<file path="config.mk">
export PLATFORM = sky130hd
export DESIGN_NAME = conv_ctrl
export DESIGN_NICKNAME = d
export VERILOG_FILES = /design/src/conv_pkg.sv /design/src/conv_ctrl.sv /design/src/conv_sar.sv
export SDC_FILE = /design/constraint.sdc
export NUM_CORES = 1
export LEC_CHECK = 0
export ABC_CLOCK_PERIOD_IN_PS = 4850
export BUFFER_PORTS_ARGS = -buffer_cell sky130_fd_sc_hd__buf_2
export CORE_UTILIZATION = 59
export CTS_BUF_LIST = sky130_fd_sc_hd__clkbuf_2 sky130_fd_sc_hd__clkbuf_4 sky130_fd_sc_hd__clkbuf_8
export DETAILED_ROUTE_END_ITERATION = 10
export PLACE_DENSITY = 0.92
export SYNTH_ARGS = -nofsm -noshare
export SYNTH_HDL_FRONTEND = slang
export SYNTH_SLANG_ARGS = --single-unit
</file>
<file path="constraint.sdc">
create_clock -name mclk -period 4.85 [get_ports mclk]
set_clock_uncertainty 0.05 [all_clocks]
set_input_delay 0 -clock mclk [delete_from_list [all_inputs] [get_ports mclk]]
set_output_delay 0 -clock mclk [all_outputs]
set_load 0.02 [all_outputs]
</file>
<file path="src/conv_pkg.sv">
// Package: register map, field positions, reset values and timing of the converter control
package conv_pkg;
    // Register indices (byte address is four times the index)
    localparam logic [7:0] io_port_data_idx = 8'h05;
    localparam logic [7:0] interrupt_control_idx = 8'h0b;
    localparam logic [7:0] interrupt_control_alt_idx = 8'h8b;
    localparam logic [7:0] peripheral_flags_idx = 8'h0c;
    localparam logic [7:0] conversion_result_idx = 8'h1e;
    localparam logic [7:0] converter_control_idx = 8'h1f;
    localparam logic [7:0] pin_direction_idx = 8'h85;
    localparam logic [7:0] peripheral_irq_enable_idx = 8'h8c;
    localparam logic [7:0] analog_pin_config_idx = 8'h9f;
    localparam logic [7:0] sleep_control_idx = 8'hf0;
    // Field positions
    localparam int conv_clock_select_lsb = 6;
    localparam int channel_select_lsb = 3;
    localparam int go_bit = 2;
    localparam int converter_on_bit = 0;
    localparam int conversion_done_bit = 6;
    localparam int global_irq_enable_bit = 7;
    localparam int peripheral_irq_enable_pos = 6;
    // Writable masks; other bits read as zero
    localparam logic [7:0] converter_control_mask = 8'hdd;
    localparam logic [7:0] peripheral_bit_mask = 8'h40;
    localparam logic [7:0] analog_pin_config_mask = 8'h07;
    localparam logic [7:0] pin_direction_mask = 8'h3f;
    // Reset values
    localparam logic [7:0] converter_control_reset = 8'h00;
    localparam logic [7:0] peripheral_flags_reset = 8'h00;
    localparam logic [7:0] peripheral_irq_enable_reset = 8'h00;
    localparam logic [7:0] analog_pin_config_reset = 8'h00;
    localparam logic [7:0] pin_direction_reset = 8'h3f;
    localparam logic [7:0] interrupt_control_reset = 8'h00;
    localparam logic [7:0] io_port_data_reset = 8'h00;
    // Clock select codes
    localparam logic [1:0] clock_rc_code = 2'h3;
    // Bit-period dividers in oscillator periods for codes 00, 01, 10
    localparam int osc_div_0 = 2;
    localparam int osc_div_1 = 8;
    localparam int osc_div_2 = 32;
    // Half bit periods: 9.5 bit periods per conversion, 2 bit periods abort wait
    localparam int conv_half_periods = 19;
    localparam int abort_half_periods = 4;
    // Mclk cycles per instruction cycle (start delay under the RC clock)
    localparam int instr_cycles = 4;
    // Converter states
    typedef enum logic [1:0] {
        st_idle = 2'b00,
        st_delay = 2'b01,
        st_convert = 2'b10,
        st_wait = 2'b11
    } conv_state_type;
endpackage

</file>
<file path="src/conv_ctrl.sv">
// Converter control: Wishbone registers, bit-period timing, sleep and reset behaviour
//
// Register access over Wishbone was chosen for this implementation.
`timescale 1ns/100ps
// Behaviour
// - converts in sleep only with RC clock
// - RC clock delays start one instruction cycle
// - done clears go, loads result
// - done sets flag with go clear
// - enabled done flag wakes from sleep
// - without enable, stays asleep, on kept
// - sleep with non-RC clock aborts conversion
// - reset restores registers, aborts conversion
// - reset leaves result register untouched
// - first code step at one LSb
// - write c1 gives RC, on, channel 0
// - interrupt control decodes in both banks
// - unimplemented bits ignore writes, read zero
// - go clear aborts, two-period wait follows
// - conversion lasts nine and half periods
// - select chooses 2, 8, 32 or RC
module conv_ctrl
    import conv_pkg::*;
#(
    parameter int width = 8
) (
    // Clock and reset
    input wire logic mclk,
    input wire logic reset,
    // Wishbone slave
    input wire logic cyc_i,
    input wire logic stb_i,
    input wire logic we_i,
    input wire logic [9:0] adr_i,
    input wire logic [3:0] sel_i,
    input wire logic [31:0] dat_i,
    output logic [31:0] dat_o,
    output logic ack_o,
    // Timing sources
    input wire logic rc_tick,
    // Analog samples per channel, scaled to code units
    input wire logic [4*width-1:0] analog_samples,
    // Sleep and interrupt
    input wire logic sleep_enter,
    output logic asleep,
    output logic wake,
    output logic irq,
    // Analog block power
    output logic converter_powered
);
    // ********************************************
    // Registers
    // ********************************************
    logic [7:0] converter_control_q; // Clock select, channel, go, on
    logic [7:0] peripheral_flags_q; // Done flag
    logic [7:0] peripheral_irq_enable_q; // Done enable
    logic [7:0] analog_pin_config_q; // Pin config field
    logic [7:0] pin_direction_q; // Pin directions
    logic [7:0] interrupt_control_q; // Global and peripheral enables
    logic [7:0] io_port_data_q; // Port latch
    logic [width-1:0] conversion_result_q; // Result, untouched by reset
    logic asleep_q; // Device sleeping
    conv_state_type state_q; // Converter state
    logic [5:0] div_q; // Oscillator divider
    logic [4:0] half_q; // Half bit-period counter
    logic half_tick; // One half bit period has passed
    logic [2:0] instr_q; // Instruction-cycle delay counter
    logic [7:0] reg_idx; // Word index from the byte address
    logic wr_stb; // Accepted write, one cycle
    logic [7:0] wr_byte; // Low byte of write data
    logic [1:0] clk_sel; // Current clock select
    logic go; // Go flag
    logic conv_on; // Converter on
    logic rc_mode; // RC clock selected
    logic done_evt; // Conversion complete, one cycle
    logic sar_start; // Start pulse to the core
    logic [width-1:0] sar_code; // Core result
    logic [width-1:0] chan_sample; // Selected channel sample
    logic sleep_abort; // Sleep stopping a clock-derived conversion
    logic [5:0] div_limit; // Divider terminal count
    logic prev_half_q; // RC tick delayed one mclk, second half tick

    assign reg_idx = adr_i[9:2];
    // Writes land on the edge at which the master samples ack, never before it
    assign wr_stb = cyc_i && stb_i && we_i && ack_o && sel_i[0];
    assign wr_byte = dat_i[7:0];
    assign clk_sel = converter_control_q[conv_clock_select_lsb +: 2];
    assign go = converter_control_q[go_bit];
    assign conv_on = converter_control_q[converter_on_bit];
    assign rc_mode = (clk_sel == clock_rc_code);
    assign chan_sample = analog_samples[converter_control_q[channel_select_lsb +: 2]*width +: width];
    // Abort with non-RC clock once asleep; the on bit still reads set
    assign sleep_abort = asleep_q && !rc_mode;
    // Analog block held off in sleep unless RC clocked
    assign converter_powered = conv_on && !sleep_abort;
    assign asleep = asleep_q;

    // ********************************************
    // Bit-period timing
    // ********************************************
    // Divider per clock select; RC ticks arrive on their own input
    always_comb begin
        case (clk_sel)
            2'b00: div_limit = 6'(osc_div_0 / 2 - 1);
            2'b01: div_limit = 6'(osc_div_1 / 2 - 1);
            2'b10: div_limit = 6'(osc_div_2 / 2 - 1);
            default: div_limit = 6'h00;
        endcase
    end

    // Half bit periods let the 9.5-period conversion count exactly
    always_ff @(posedge mclk) begin
        if (reset || state_q == st_idle) begin
            div_q <= 6'h00;
        end else if (!rc_mode) begin
            div_q <= (div_q >= div_limit) ? 6'h00 : div_q + 6'h01;
        end
    end
    // RC source gives full periods: count each as two halves with a one-mclk delayed copy of the tick
    always_ff @(posedge mclk) begin
        if (reset) begin
            prev_half_q <= 1'b0;
        end else begin
            // Second half of the RC period falls one mclk after the tick
            prev_half_q <= rc_mode && rc_tick;
        end
    end
    assign half_tick = rc_mode ? (rc_tick || prev_half_q) : (div_q >= div_limit);

    // ********************************************
    // Converter sequence
    // ********************************************
    // Idle -> (RC delay) -> convert -> wait 2 periods -> idle
    always_ff @(posedge mclk) begin
        if (reset) begin
            state_q <= st_idle;
            half_q <= 5'h00;
            instr_q <= 3'h0;
        end else begin
            case (state_q)
                st_idle: begin
                    half_q <= 5'h00;
                    instr_q <= 3'h0;
                    // Go with converter off starts nothing
                    if (go && conv_on && !sleep_abort) begin
                        state_q <= rc_mode ? st_delay : st_convert;
                    end
                end
                st_delay: begin
                    // One instruction cycle so the sleep instruction runs first
                    instr_q <= instr_q + 3'h1;
                    if (!go || !conv_on) begin
                        state_q <= st_idle;
                    end else if (instr_q == 3'(instr_cycles - 1)) begin
                        state_q <= st_convert;
                    end
                end
                st_convert: begin
                    if (!go || !conv_on || sleep_abort) begin
                        // Abort: result kept; 2-period pause then acquisition after go or on clears, no pause after a sleep abort
                        state_q <= st_wait;
                        half_q <= 5'h00;
                    end else if (half_tick) begin
                        if (half_q == 5'(conv_half_periods - 1)) begin
                            state_q <= st_wait;
                            half_q <= 5'h00;
                        end else begin
                            half_q <= half_q + 5'h01;
                        end
                    end
                end
                st_wait: begin
                    if (half_tick || sleep_abort) begin
                        if (half_q == 5'(abort_half_periods - 1) || sleep_abort) begin
                            state_q <= st_idle;
                        end else begin
                            half_q <= half_q + 5'h01;
                        end
                    end
                end
                default: state_q <= st_idle;
            endcase
        end
    end
    assign sar_start = (state_q == st_idle || state_q == st_delay) && go && conv_on;
    // Completion on the last half period of a live conversion
    assign done_evt = (state_q == st_convert) && go && conv_on && !sleep_abort
        && half_tick && half_q == 5'(conv_half_periods - 1);

    conv_sar #(
        .width(width)
    ) conv_sar_inst (
        .mclk(mclk),
        .reset(reset),
        .start(sar_start),
        .step(half_tick && half_q[0] && state_q == st_convert),
        .sample(chan_sample),
        .code_q(sar_code)
    );

    // ********************************************
    // Register writes
    // ********************************************
    // Control: hardware clears go at completion; done beats a write
    always_ff @(posedge mclk) begin
        if (reset) begin
            converter_control_q <= converter_control_reset;
        end else begin
            if (wr_stb && reg_idx == converter_control_idx) begin
                converter_control_q <= wr_byte & converter_control_mask;
            end
            if (done_evt) begin
                converter_control_q[go_bit] <= 1'b0;
            end
        end
    end
    // Done flag: set wins over a software clear in the same cycle
    always_ff @(posedge mclk) begin
        if (reset) begin
            peripheral_flags_q <= peripheral_flags_reset;
        end else if (done_evt) begin
            peripheral_flags_q[conversion_done_bit] <= 1'b1;
        end else if (wr_stb && reg_idx == peripheral_flags_idx) begin
            peripheral_flags_q <= wr_byte & peripheral_bit_mask;
        end
    end
    // Enables, pin configuration and port
    always_ff @(posedge mclk) begin
        if (reset) begin
            peripheral_irq_enable_q <= peripheral_irq_enable_reset;
            analog_pin_config_q <= analog_pin_config_reset;
            pin_direction_q <= pin_direction_reset;
            interrupt_control_q <= interrupt_control_reset;
            io_port_data_q <= io_port_data_reset;
        end else if (wr_stb) begin
            case (reg_idx)
                peripheral_irq_enable_idx: peripheral_irq_enable_q <= wr_byte & peripheral_bit_mask;
                analog_pin_config_idx: analog_pin_config_q <= wr_byte & analog_pin_config_mask;
                pin_direction_idx: pin_direction_q <= wr_byte & pin_direction_mask;
                // Same storage from either bank
                interrupt_control_idx, interrupt_control_alt_idx: begin
                    interrupt_control_q <= wr_byte;
                end
                io_port_data_idx: io_port_data_q <= wr_byte;
                default: ;
            endcase
        end
    end
    // Result: no reset branch, so any reset leaves it as it was
    always_ff @(posedge mclk) begin
        if (done_evt) begin
            conversion_result_q <= sar_code;
        end else if (wr_stb && reg_idx == conversion_result_idx) begin
            conversion_result_q <= wr_byte[width-1:0];
        end
    end

    // ********************************************
    // Sleep and interrupt
    // ********************************************
    // Enabled completion wakes; otherwise sleep goes on
    assign wake = asleep_q && peripheral_flags_q[conversion_done_bit]
        && peripheral_irq_enable_q[conversion_done_bit];
    always_ff @(posedge mclk) begin
        if (reset) begin
            asleep_q <= 1'b0;
        end else if (wake) begin
            asleep_q <= 1'b0;
        end else if (sleep_enter) begin
            asleep_q <= 1'b1;
        end
    end
    assign irq = peripheral_flags_q[conversion_done_bit]
        && peripheral_irq_enable_q[conversion_done_bit]
        && interrupt_control_q[peripheral_irq_enable_pos]
        && interrupt_control_q[global_irq_enable_bit];

    // ********************************************
    // Wishbone answer: ack one cycle after request
    // ********************************************
    always_ff @(posedge mclk) begin
        if (reset) begin
            ack_o <= 1'b0;
            dat_o <= 32'h0000_0000;
        end else begin
            ack_o <= cyc_i && stb_i && !ack_o;
            dat_o <= 32'h0000_0000;
            if (cyc_i && stb_i && !we_i && !ack_o) begin
                case (reg_idx)
                    converter_control_idx: dat_o[7:0] <= converter_control_q;
                    peripheral_flags_idx: dat_o[7:0] <= peripheral_flags_q;
                    peripheral_irq_enable_idx: dat_o[7:0] <= peripheral_irq_enable_q;
                    analog_pin_config_idx: dat_o[7:0] <= analog_pin_config_q;
                    pin_direction_idx: dat_o[7:0] <= pin_direction_q;
                    interrupt_control_idx, interrupt_control_alt_idx: begin
                        dat_o[7:0] <= interrupt_control_q;
                    end
                    io_port_data_idx: dat_o[7:0] <= io_port_data_q;
                    conversion_result_idx: dat_o[width-1:0] <= conversion_result_q;
                    sleep_control_idx: dat_o[0] <= asleep_q;
                    // Unmapped reads as zero
                    default: dat_o <= 32'h0000_0000;
                endcase
            end
        end
    end
endmodule

</file>
<file path="src/conv_sar.sv">
// Successive-approximation core: uniform 8-bit quantiser stepped once per bit period
`timescale 1ns/100ps
module conv_sar
    import conv_pkg::*;
#(
    parameter int width = 8
) (
    // Clock and control
    input wire logic mclk,
    input wire logic reset,
    input wire logic start,
    input wire logic step,
    // Analog sample, scaled so that full reference equals 2**width
    input wire logic [width-1:0] sample,
    // Result
    output logic [width-1:0] code_q
);
    logic [width-1:0] trial_q; // Bit currently under test
    logic [width-1:0] held_q; // Sample held at start

    // ********************************************
    // Bitwise compare; one LSb is reference/256
    // ********************************************
    always_ff @(posedge mclk) begin
        if (reset) begin
            trial_q <= '0;
            code_q <= '0;
            held_q <= '0;
        end else if (start) begin
            held_q <= sample;
            code_q <= '0;
            trial_q <= {1'b1, {(width-1){1'b0}}};
        end else if (step && trial_q != '0) begin
            // Keep the trial bit when the input reaches it: uniform steps, first at 1 LSb
            if (held_q >= (code_q | trial_q)) begin
                code_q <= code_q | trial_q;
            end
            trial_q <= trial_q >> 1;
        end
    end
endmodule

</file>
==> metrics.txt, run 1 <==
GRT Total Usage 25.9%; vias post-DR 3875; hold_ws 0.0268 ns; Routed Antenna Nets 0; GRT Residual Overflow 0; critical path's largest stage delay 0.48 ns; post-synthesis instance total 486; initial DRC count 245; area taken by multi-input logic gates 0.00251 mm2; initial antenna violation count 0; largest net degree at the start of global routing 58; Ports 122; Final Setup Violations 0; wire per inst 15.4 um; clk_lat worst skew 0.37 ns; Reg area 0.00192 mm2; Die W 91.3 um; CTS tree done; Max VDD drop 0.000165 V; Post-CTS Resized 0; Tmin final 2.94 ns; wirelength, routed 10200 um; vias in the first global route 3747; critical path class reg -> reg; die area 0.00833 mm2; Synth Register Bits 92; n_diodes 0; relative slew slack 25.9%; slowest stage cell, crit path and3_1; CP arrival 2.93 ns; cell repeated most along the worst path inv_1; Max Slew Vio Count 0; drt drc 0; status complete, no violations; Initial Util 60.8%; Detailed Place HPWL 7220 um; Max-Cap Viols 0; IO Port Bufs 68; Synth cell types 61; placed cell area 0.00497 mm2; Bufs on Longest Clock Path 2; Sum Neg Setup Slack 0 ns; P&R area growth vs syn 12.9%; Int Power 1.01 mW; RSZ-0062 raised after global routing false; Least-Margin Pin Slew 1.10 ns; Nets 663; top cell type's share of synthesized area 35.8%; Mean Syn Cell Area 9.67 um2; NetSw 363 uW; H-tree levels 3; final worst setup slack 1.91 ns; Synth Warn # 0; Mapped Area 0.00470 mm2; asr flop ratio synth 0%; Area contributors post-synth dfxtp_1 (36%), mux2i_1 (7.2%), nor2_1 (5.4%); Worst Path Max Fanout 10; Die Height 91.3 um; Crit path required time 4.84 ns; Num CTS Buffers 9; post-synthesis sequential area ratio 40.9%; Final Hold Fails 0; f_max 341 MHz; LEAKAGE 2.08 nW; dpl ws 1.93 ns; Root Buffer clkbuf_8; pwr/cell area 258 mW/mm2; CTS sink count 92; gpl congestion 0.944; Startpoint Class register; final period utilization 60.5%; core area 0.00773 mm2; combinational share of power 6.5%; top cell type by total area after synthesis dfxtp_1; fin area 0.00531 mm2; share of cells above drive strength 1 21.1%; clock share of power 37.5%; worst-path cell chain inv_1 > ha_1 > inv_1 > ha_1 > nand2b_1 > a31oi_1 > o21ai_2 > and3_1 > inv_1 > nand2_1; clock-pin slew on the worst setup and hold paths 0.10 ns; Post-synth EDFFs 8; Via density 5.82; worst hold path class in -> reg; num rows 32; switching share of power 26.5%; # fillers 567; Sequential Power Share 56.0%; Worst setup EP type register; iteration count of the initial detailed-routing pass 6; first-pass GRT wire length 17300 um; prevailing post-synth register cell dfxtp_1
[synthesized netlist by cell type (2+ instances only)]
master / n
a31oi_1: 2
inv_1: 12
nand2_1: 36
nand3_1: 7
xnor2_1: 2
a21oi_1: 27
mux2i_1: 34
nor4_1: 6
or4_1: 2
o21ai_0: 12
and2_1: 3
mux2_2: 9
xor2_1: 5
edfxtp_1: 8
o211ai_1: 2
a211o_1: 7
dfxtp_1: 84
buf_6: 2
mux4_2: 8
o31ai_1: 4
a22oi_1: 7
buf_2: 7
nor3_1: 9
nor2_1: 67
a21o_1: 2
and3_1: 3
a211oi_1: 2
ha_1: 19
nand4_1: 2
buf_1: 2
clkbuf_1: 4
buf_4: 29
nand2b_1: 7
nor2b_1: 10
a222oi_1: 8
a22o_1: 9
o21a_1: 3
[logic make-up (layout without fill, tap and decap cells)]
group                      after synthesis  count (layout)  share of synthesized area (%)
other                                    1              24                         0.0798
muxes                                   51              51                           13.2
AOI/OAI and AO/OA                       91              91                           13.9
buffers and inverters                   58             113                           7.56
xor gates and xnor gates                 7               7                           1.30
adders and majority gates               19              19                           5.06
and+or+nand+nor                        167             167                           18.0
DFF                                     92              92                           40.9
[cells in the final DEF (no fill, tap or decap), types with 3 or more instances in the layout]
master	count
a211o_1	7
a21oi_1	27
a222oi_1	8
a22o_1	9
a22oi_1	7
and2_1	3
and3_1	3
buf_2	68
buf_4	3
clkbuf_8	9
conb_1	24
dfxtp_1	84
dlygate4sd3_1	13
edfxtp_1	8
ha_1	19
inv_1	12
mux2_2	9
mux2i_1	34
mux4_2	8
nand2_1	36
nand2b_1	7
nand3_1	7
nor2_1	67
nor2b_1	10
nor3_1	9
nor4_1	6
o21a_1	3
o21ai_0	12
o31ai_1	4
xor2_1	5
[cell type report]
| type | count | share of cell area, % |
|---|---|---|
| Clock buffer | 9 | 2.33 |
| Timing Repair Buffer | 84 | 9.29 |
| Clock inverter | 7 | 1.53 |
| Tap cell | 102 | 2.41 |
| Multi-Input combinational cell | 359 | 47.3 |
| Sequential cell | 92 | 36.2 |
| Inverter | 13 | 0.920 |
[per-stage QoR]
stage	utilization, %	std cells	power (mW)
2_1_floorplan	-	509	0.846
5_1_grt	68.7	666	1.42
6_report	68.7	666	1.37
3_3_place_gp	64.3	637	0.861
3_5_place_dp	64.3	637	0.864
4_1_cts	68.7	666	1.38
[layer usage]
metal / wire length [um] / vias up / global-route usage (%)
li1: - / 1853 / -
met1: 4310 / 1832 / 31.4
met2: 5150 / 174 / 45.9
met3: 629 / 16 / 4.27
met4: 155 / 0 / 9.52
met5: 0 / - / 0
[repair_timing]
action	4_1_cts	5_1_grt
hold buffers	13	0
setup buffers	0	0
endpoints found under the hold margin	43	0
[flip-flops by register name, indices dropped and copies added, names as in the netlist]
register and cells:
conv_sar_inst.code_q 8, conv_sar_inst.held_q 8, conv_sar_inst.trial_q 8, conversion_result_q 8
dat_o 8, interrupt_control_q 8, io_port_data_q 8, converter_control_q 6
div_q 6, pin_direction_q 6, half_q 5, analog_pin_config_q 3
instr_q 3, state_q 2, ack_o 1, asleep 1
peripheral_flags_q 1, peripheral_irq_enable_q 1, prev_half_q 1
[worst max-delay path: cells and delay by family, from the launching register on]
family | cells | cell delay, ns
buffers and inverters | 3 | 0.25
adder cells (fa/ha/maj) | 2 | 0.55
flip-flops | 1 | 0.39
AND/OR/NAND/NOR | 3 | 0.89
AO/OA/AOI/OAI | 2 | 0.47
[power by group through the flow]
stage	clock [mW]	sequential (mW)	combinational, mW
finish	0.514	0.767	0.0885
detailed placement	0	0.785	0.0791
global route	0.560	0.768	0.0956
CTS	0.521	0.767	0.0873
floorplan	0	0.786	0.0599
global placement	0	0.785	0.0765
[final timing paths]
path	depth (start not counted)	endpoint	slack, ns	from
max	10	conversion_result_q[7]$_DFFE_PP_	1.91	converter_control_q[6]$_SDFFE_PP0P_
min	5	dat_o[0]$_SDFF_PP0_	0.03	cyc_i
max reg2reg	10	conversion_result_q[7]$_DFFE_PP_	1.91	converter_control_q[6]$_SDFFE_PP0P_
min reg2reg	2	conv_sar_inst.held_q[0]$_SDFFE_PP0P_	0.41	conv_sar_inst.held_q[0]$_SDFFE_PP0P_
Power figures use the tool's default switching activity.
==> run 2: changes to the inputs <==
--- a/config.mk
+++ b/config.mk
@@ -5,12 +5,12 @@
 export SDC_FILE = /design/constraint.sdc
 export NUM_CORES = 1
 export LEC_CHECK = 0
-export ABC_CLOCK_PERIOD_IN_PS = 4850
+export ABC_CLOCK_PERIOD_IN_PS = 2770
 export BUFFER_PORTS_ARGS = -buffer_cell sky130_fd_sc_hd__buf_2
-export CORE_UTILIZATION = 59
+export CORE_UTILIZATION = 55
 export CTS_BUF_LIST = sky130_fd_sc_hd__clkbuf_2 sky130_fd_sc_hd__clkbuf_4 sky130_fd_sc_hd__clkbuf_8
 export DETAILED_ROUTE_END_ITERATION = 10
-export PLACE_DENSITY = 0.92
+export PLACE_DENSITY = 0.87
 export SYNTH_ARGS = -nofsm -noshare
 export SYNTH_HDL_FRONTEND = slang
 export SYNTH_SLANG_ARGS = --single-unit
==> constraint.sdc (replaced) <==
create_clock -name mclk -period 2.77 [get_ports mclk]
set_clock_uncertainty 0.05 [all_clocks]
set_input_delay 0 -clock mclk [delete_from_list [all_inputs] [get_ports mclk]]
set_output_delay 0 -clock mclk [all_outputs]
set_load 0.02 [all_outputs]
==> run 2 against run 1 <==
  * Maximum frequency increased by 14%
  * Largest power group unchanged
  * Sequential power up 75%
  * Final cell count up 1.4%
  * Die area increased by 7.1%
  * Critical endpoint is now conversion_result_q[0]$_DFFE_PP_
  * Register-to-register slack lost 1.7 ns
==> metrics.txt, run 2 (synthesis gave the netlist of run 1 again) <==
Routed Antenna Nets 0 (unchanged); f_max 387 MHz (was 341 MHz); P&R area growth vs syn 13.3% (was 12.9%); Die Height 94.4 um (was 91.3 um); clock share of power 35.4% (was 37.5%); Initial Util 56.9% (was 60.8%); H-tree levels 3 (unchanged); Bufs on Longest Clock Path 2 (unchanged); n_diodes 0 (unchanged); Least-Margin Pin Slew 0.608 ns (was 1.10 ns); vias in the first global route 3631 (was 3747); Num CTS Buffers 9 (unchanged); GRT Total Usage 23.1% (was 25.9%); num rows 33 (was 32); Die W 94.4 um (was 91.3 um); Crit path required time 2.84 ns (was 4.84 ns); Detailed Place HPWL 7250 um (was 7220 um); Tmin final 2.59 ns (was 2.94 ns); worst hold path class in -> reg (unchanged); Worst Path Max Fanout 9 (was 10); gpl congestion 0.886 (was 0.944); iteration count of the initial detailed-routing pass 6 (unchanged); initial DRC count 176 (was 245); Startpoint Class register (unchanged); CP arrival 2.66 ns (was 2.93 ns); Post-CTS Resized 0 (unchanged); Worst setup EP type register (unchanged); commonest non-fill, non-tap cell in the layout dfxtp_1 (unchanged); slowest stage cell, crit path dfxtp_1 (was and3_1); Final Setup Violations 0 (unchanged); Max VDD drop 0.000234 V (was 0.000165 V); critical path class reg -> reg (unchanged); final period utilization 93.4% (was 60.5%); CTS sink count 92 (unchanged); Ports 122 (unchanged); most frequent cells in the layout dfxtp_1 (84), buf_2 (68), nor2_1 (67) (unchanged); Max Slew Vio Count 0 (unchanged); CP top delay family adder cells (was simple AND/OR/NAND/NOR gates); worst-path cell chain inv_1 > ha_1 > inv_1 > ha_1 > nand2b_1 > a31oi_1 > o21ai_2 > and3_1 > buf_4 > mux2_2 (was inv_1 > ha_1 > inv_1 > ha_1 > nand2b_1 > a31oi_1 > o21ai_2 > and3_1 > inv_1 > nand2_1); die area 0.00892 mm2 (was 0.00833 mm2); share of cells above drive strength 1 21.8% (was 21.1%); IO Port Bufs 68 (unchanged); Final Hold Fails 0 (unchanged); Sequential Power Share 58.0% (was 56.0%); LEAKAGE 2.09 nW (was 2.08 nW); clk_lat worst skew 0.36 ns (was 0.37 ns); final worst setup slack 0.184 ns (was 1.91 ns); first-pass GRT wire length 16100 um (was 17300 um); Nets 669 (was 663); wire per inst 14.5 um (was 15.4 um); RSZ-0062 raised after global routing false (unchanged); Int Power 1.73 mW (was 1.01 mW); initial antenna violation count 0 (unchanged); CTS tree done (unchanged); largest net degree at the start of global routing 32 (was 58); status complete, no violations (unchanged); critical path's largest stage delay 0.36 ns (was 0.48 ns); dpl ws 0.160 ns (was 1.93 ns); pwr/cell area 435 mW/mm2 (was 258 mW/mm2); Sum Neg Setup Slack 0 ns (unchanged); vias post-DR 3818 (was 3875); combinational share of power 6.6% (was 6.5%); GRT Residual Overflow 0 (unchanged); core area 0.00826 mm2 (was 0.00773 mm2); wirelength, routed 9810 um (was 10200 um); Max-Cap Viols 0 (unchanged); Via density 5.66 (was 5.82); Root Buffer clkbuf_8 (unchanged); switching share of power 25.2% (was 26.5%); NetSw 584 uW (was 363 uW); clock-pin slew on the worst setup and hold paths 0.09 ns (was 0.10 ns); Bufs and invs on worst path 3 (unchanged); drt drc 0 (unchanged); relative slew slack 59.4% (was 25.9%)
==> run 2: changes by cell type in the layout (fill, tap and decap cells not counted) <==
| cell | delta |
|---|---|
| inv_6 | -1 |
| buf_4 | +6 |
| clkinvlp_4 | +2 |
| inv_8 | -1 |
| clkinv_2 | +1 |
| clkinv_1 | +1 |
| clkinv_8 | -2 |
==> run 2: per-layer routing <==
metal	share of wire [%]	track usage [%]
met5	0	0
met4	1.6	6.79
met3	5.5	4.19
met2	50	41.5
met1	43	27.9
==> run 2: final cells by class <==
type                    instances  area [um2]
multi-input cells             359        2510
fillers                       646        2930
well taps                     105         131
clock inverters                 7        52.6
repair buffers                 90         538
inverters                      13        48.8
clock buffers                   9         124
flip-flops and latches         92        1920
==> run 2: worst min-delay path, stage by stage <==
cell     delay [ns]
buf_2          0.09
nand2_1        0.12
nor4_1         0.08
o41ai_1        0.06
a31oi_1        0.04
==> run 2: power by group through the flow <==
stage	combinational, mW	clock [mW]	sequential [mW]
after global routing	0.168	0.882	1.34
after global placement	0.135	0	1.37
after detailed placement	0.139	0	1.37
after CTS	0.153	0.829	1.34
final	0.154	0.820	1.34
after floorplan	0.105	0	1.38
==> run 2: what timing repair did <==
| item | 4_1_cts | 5_1_grt |
|---|---|---|
| endpoints found under the hold margin | 45 | 0 |
| hold buffers | 13 | 0 |
| endpoints found under the setup margin | 0 | 9 |
| setup buffers | 0 | 1 |
==> run 2: path summary, 6_finish.rpt <==
path                                              from                                    to  slack [ns]  cells after the start
setup / recovery   converter_control_q[6]$_SDFFE_PP0P_      conversion_result_q[0]$_DFFE_PP_        0.18                     10
setup reg to reg   converter_control_q[6]$_SDFFE_PP0P_      conversion_result_q[0]$_DFFE_PP_        0.18                     10
hold reg to reg   conv_sar_inst.held_q[5]$_SDFFE_PP0P_  conv_sar_inst.held_q[5]$_SDFFE_PP0P_        0.42                      2
hold / removal                                   cyc_i                   dat_o[0]$_SDFF_PP0_        0.02                      5
==> run 2: stage by stage <==
step	area [um2]	power [mW]	std cells	hold WS, ns	utilization, %
final	5330	2.32	675	0.0188	64.5
after CTS	5320	2.33	674	0.0186	64.4
after floorplan	4790	1.48	509	0.0679	-
after global routing	5330	2.39	675	0.0396	64.5
after detailed placement	5010	1.51	645	0.195	60.7
after global placement	5010	1.51	645	0.189	60.7
==> run 3: changes to the inputs <==
--- a/config.mk
+++ b/config.mk
@@ -7,6 +7,7 @@
 export LEC_CHECK = 0
 export ABC_CLOCK_PERIOD_IN_PS = 2770
 export BUFFER_PORTS_ARGS = -buffer_cell sky130_fd_sc_hd__buf_2
+export CORE_ASPECT_RATIO = 0.9
 export CORE_UTILIZATION = 55
 export CTS_BUF_LIST = sky130_fd_sc_hd__clkbuf_2 sky130_fd_sc_hd__clkbuf_4 sky130_fd_sc_hd__clkbuf_8
 export DETAILED_ROUTE_END_ITERATION = 10
==> run 3 against run 2 <==
  * Maximum frequency is 2.1% higher
  * Wire length is 2.9% higher
  * Sequential cell count stayed put
  * Critical path depth is 1 higher
  * Worst hold slack better by 0.012 ns
  * Highest routed layer unchanged
  * Non-clock buffer count is 1 lower
  * Global-route usage is 1.2 points higher
  * Sequential share of layout area is 0.14 points lower
  * Cell area is 0.38% higher
  * Die area hardly changed
  * Via count hardly changed
  * Combinational power hardly changed
==> metrics.txt, run 3 (synthesis gave the netlist of run 1 again) <==
status complete, no violations (unchanged); Num CTS Buffers 9 (unchanged); total chip power 2.45 mW (was 2.32 mW); GRT Total Usage 24.2% (was 23.1%); Initial Util 57.7% (was 56.9%); largest net degree at the start of global routing 32 (unchanged); LEAKAGE 2.11 nW (was 2.09 nW); iteration count of the initial detailed-routing pass 5 (was 6); Die W 99.4 um (was 94.4 um); gpl congestion 0.856 (was 0.886); critical path's largest stage delay 0.42 ns (was 0.36 ns); vias in the first global route 3686 (was 3631); Startpoint Class register (unchanged); Final Setup Violations 0 (unchanged); CP arrival 2.80 ns (was 2.66 ns); non-filler cells, final 668 (was 675); Nets 668 (was 669); CTS sink count 92 (unchanged); clock-pin slew on the worst setup and hold paths 0.09 ns (about the same); Worst setup EP type register (unchanged); fin util 65.6% (was 64.5%); drt drc 0 (unchanged); Max Slew Vio Count 0 (unchanged); wirelength, routed 10100 um (was 9810 um); final period utilization 91.4% (was 93.4%); placed cell area 0.00500 mm2 (was 0.00501 mm2); slowest stage cell, crit path a211oi_4 (was dfxtp_1); Via density 5.72 (was 5.66); relative slew slack 57.4% (was 59.4%); Max VDD drop 0.000259 V (was 0.000234 V); met3 usage 6.81% (was 4.19%); initial antenna violation count 0 (unchanged); Max-Cap Viols 0 (unchanged); critical path class reg -> reg (unchanged); CP top delay family compound AO/OA/AOI/OAI gates (was adder cells); worst-path cell chain inv_1 > ha_1 > inv_1 > ha_1 > nand2b_1 > a31oi_1 > o21ai_2 > buf_4 > nand2_2 > a211oi_4 > a22o_1 (was inv_1 > ha_1 > inv_1 > ha_1 > nand2b_1 > a31oi_1 > o21ai_2 > and3_1 > buf_4 > mux2_2); vias post-DR 3819 (was 3818); GRT Residual Overflow 0 (unchanged); share of cells above drive strength 1 22.1% (was 21.8%); Detailed Place HPWL 7230 um (was 7250 um); n_diodes 0 (unchanged); setup bufs post-CTS 0 (unchanged); Sum Neg Setup Slack 0 ns (unchanged); Bufs and invs on worst path 3 (unchanged); IO Port Bufs 68 (unchanged); pwr/cell area 458 mW/mm2 (was 435 mW/mm2); commonest non-fill, non-tap cell in the layout dfxtp_1 (unchanged); GR peak layer met2 (unchanged); initial DRC count 197 (was 176); met2 GRT Util 42.1% (was 41.5%); P&R area growth vs syn 13.7% (was 13.3%); core area 0.00815 mm2 (was 0.00826 mm2); die area 0.00892 mm2 (about the same); RSZ-0062 raised after global routing false (unchanged); CTS tree done (unchanged); Bufs on Longest Clock Path 2 (unchanged); fin area 0.00535 mm2 (was 0.00533 mm2); Final Hold Fails 0 (unchanged); Tmin final 2.53 ns (was 2.59 ns); Least-Margin Pin Slew 0.631 ns (was 0.608 ns); most frequent cells in the layout dfxtp_1 (84), buf_2 (68), nor2_1 (67) (unchanged); H-tree levels 3 (unchanged); f_max 395 MHz (was 387 MHz); Worst Path Max Fanout 9 (unchanged); Placed Cells 639 (was 645); GR Util met1 28.9% (was 27.9%); Root Buffer clkbuf_8 (unchanged); worst hold path class in -> reg (unchanged); wire per inst 15.1 um (was 14.5 um); Routed Antenna Nets 0 (unchanged); Die Height 89.7 um (was 94.4 um); num rows 31 (was 33); first-pass GRT wire length 16900 um (was 16100 um); clk_lat worst skew 0.37 ns (was 0.36 ns); Crit path required time 3.04 ns (was 2.84 ns); Ports 122 (unchanged)
run 3: changes by cell type in the layout (fill, tap and decap cells not counted), sizes merged:
cell      before  now
inv           14   16
clkinv         4    3
bufinv         0    1
buf           77   76
clkinvlp       2    0
run 3: metal layers:
layer | vias up | routed length (um)
met1 | 1757 | 4200
met4 | 0 | 194
met2 | 183 | 4840
met5 | - | 0
li1 | 1854 | -
met3 | 25 | 855
run 3: final timing paths:
| check | startpoint | to | slack [ns] | cells past startpoint |
|---|---|---|---|---|
| hold / removal | cyc_i | dat_o[0]$_SDFF_PP0_ | 0.03 | 5 |
| setup / recovery | converter_control_q[6]$_SDFFE_PP0P_ | conv_sar_inst.code_q[4]$_SDFFE_PP0P_ | 0.24 | 11 |
| hold reg to reg | conv_sar_inst.held_q[0]$_SDFFE_PP0P_ | conv_sar_inst.held_q[0]$_SDFFE_PP0P_ | 0.41 | 2 |
| setup reg to reg | converter_control_q[6]$_SDFFE_PP0P_ | conv_sar_inst.code_q[4]$_SDFFE_PP0P_ | 0.24 | 11 |
run 3: per-stage QoR:
stage | hold WS, ns | setup WS [ns]
final | 0.0309 | 0.238
after global routing | 0.0506 | 0.0261
after CTS | 0.0199 | 0.0287
after detailed placement | 0.195 | 0.0800
after global placement | 0.190 | 0.224
after floorplan | 0.0679 | 0.346
run 3: worst min-delay path: stages:
cell and delay, ns:
buf_2 0.10, nand2_1 0.12, nor4_1 0.09, o41ai_1 0.06, a31oi_1 0.05
run 3: power by group:
part	internal [mW]	leakage, nW	switching, mW
Clock	0.434	0.108	0.515
Sequential	1.34	0.749	0.00254
Combinational	0.0622	1.25	0.0916
Total	1.84	2.11	0.609
run 3: cell type report:
class	count	area, um2
sequential	92	1920
clock inverter	7	83.8
multi-input combinational	359	2510
timing repair buffer	89	531
fill	653	2800
inverter	13	48.8
clock buffer	9	124
tap	99	124
run 3: timing repair:
| action | in CTS | in global routing |
|---|---|---|
| resized for setup | 0 | 2 |
| endpoints found under the setup margin | 0 | 12 |
| hold buffers | 13 | 0 |
| hold endpoints to repair | 47 | 0 |
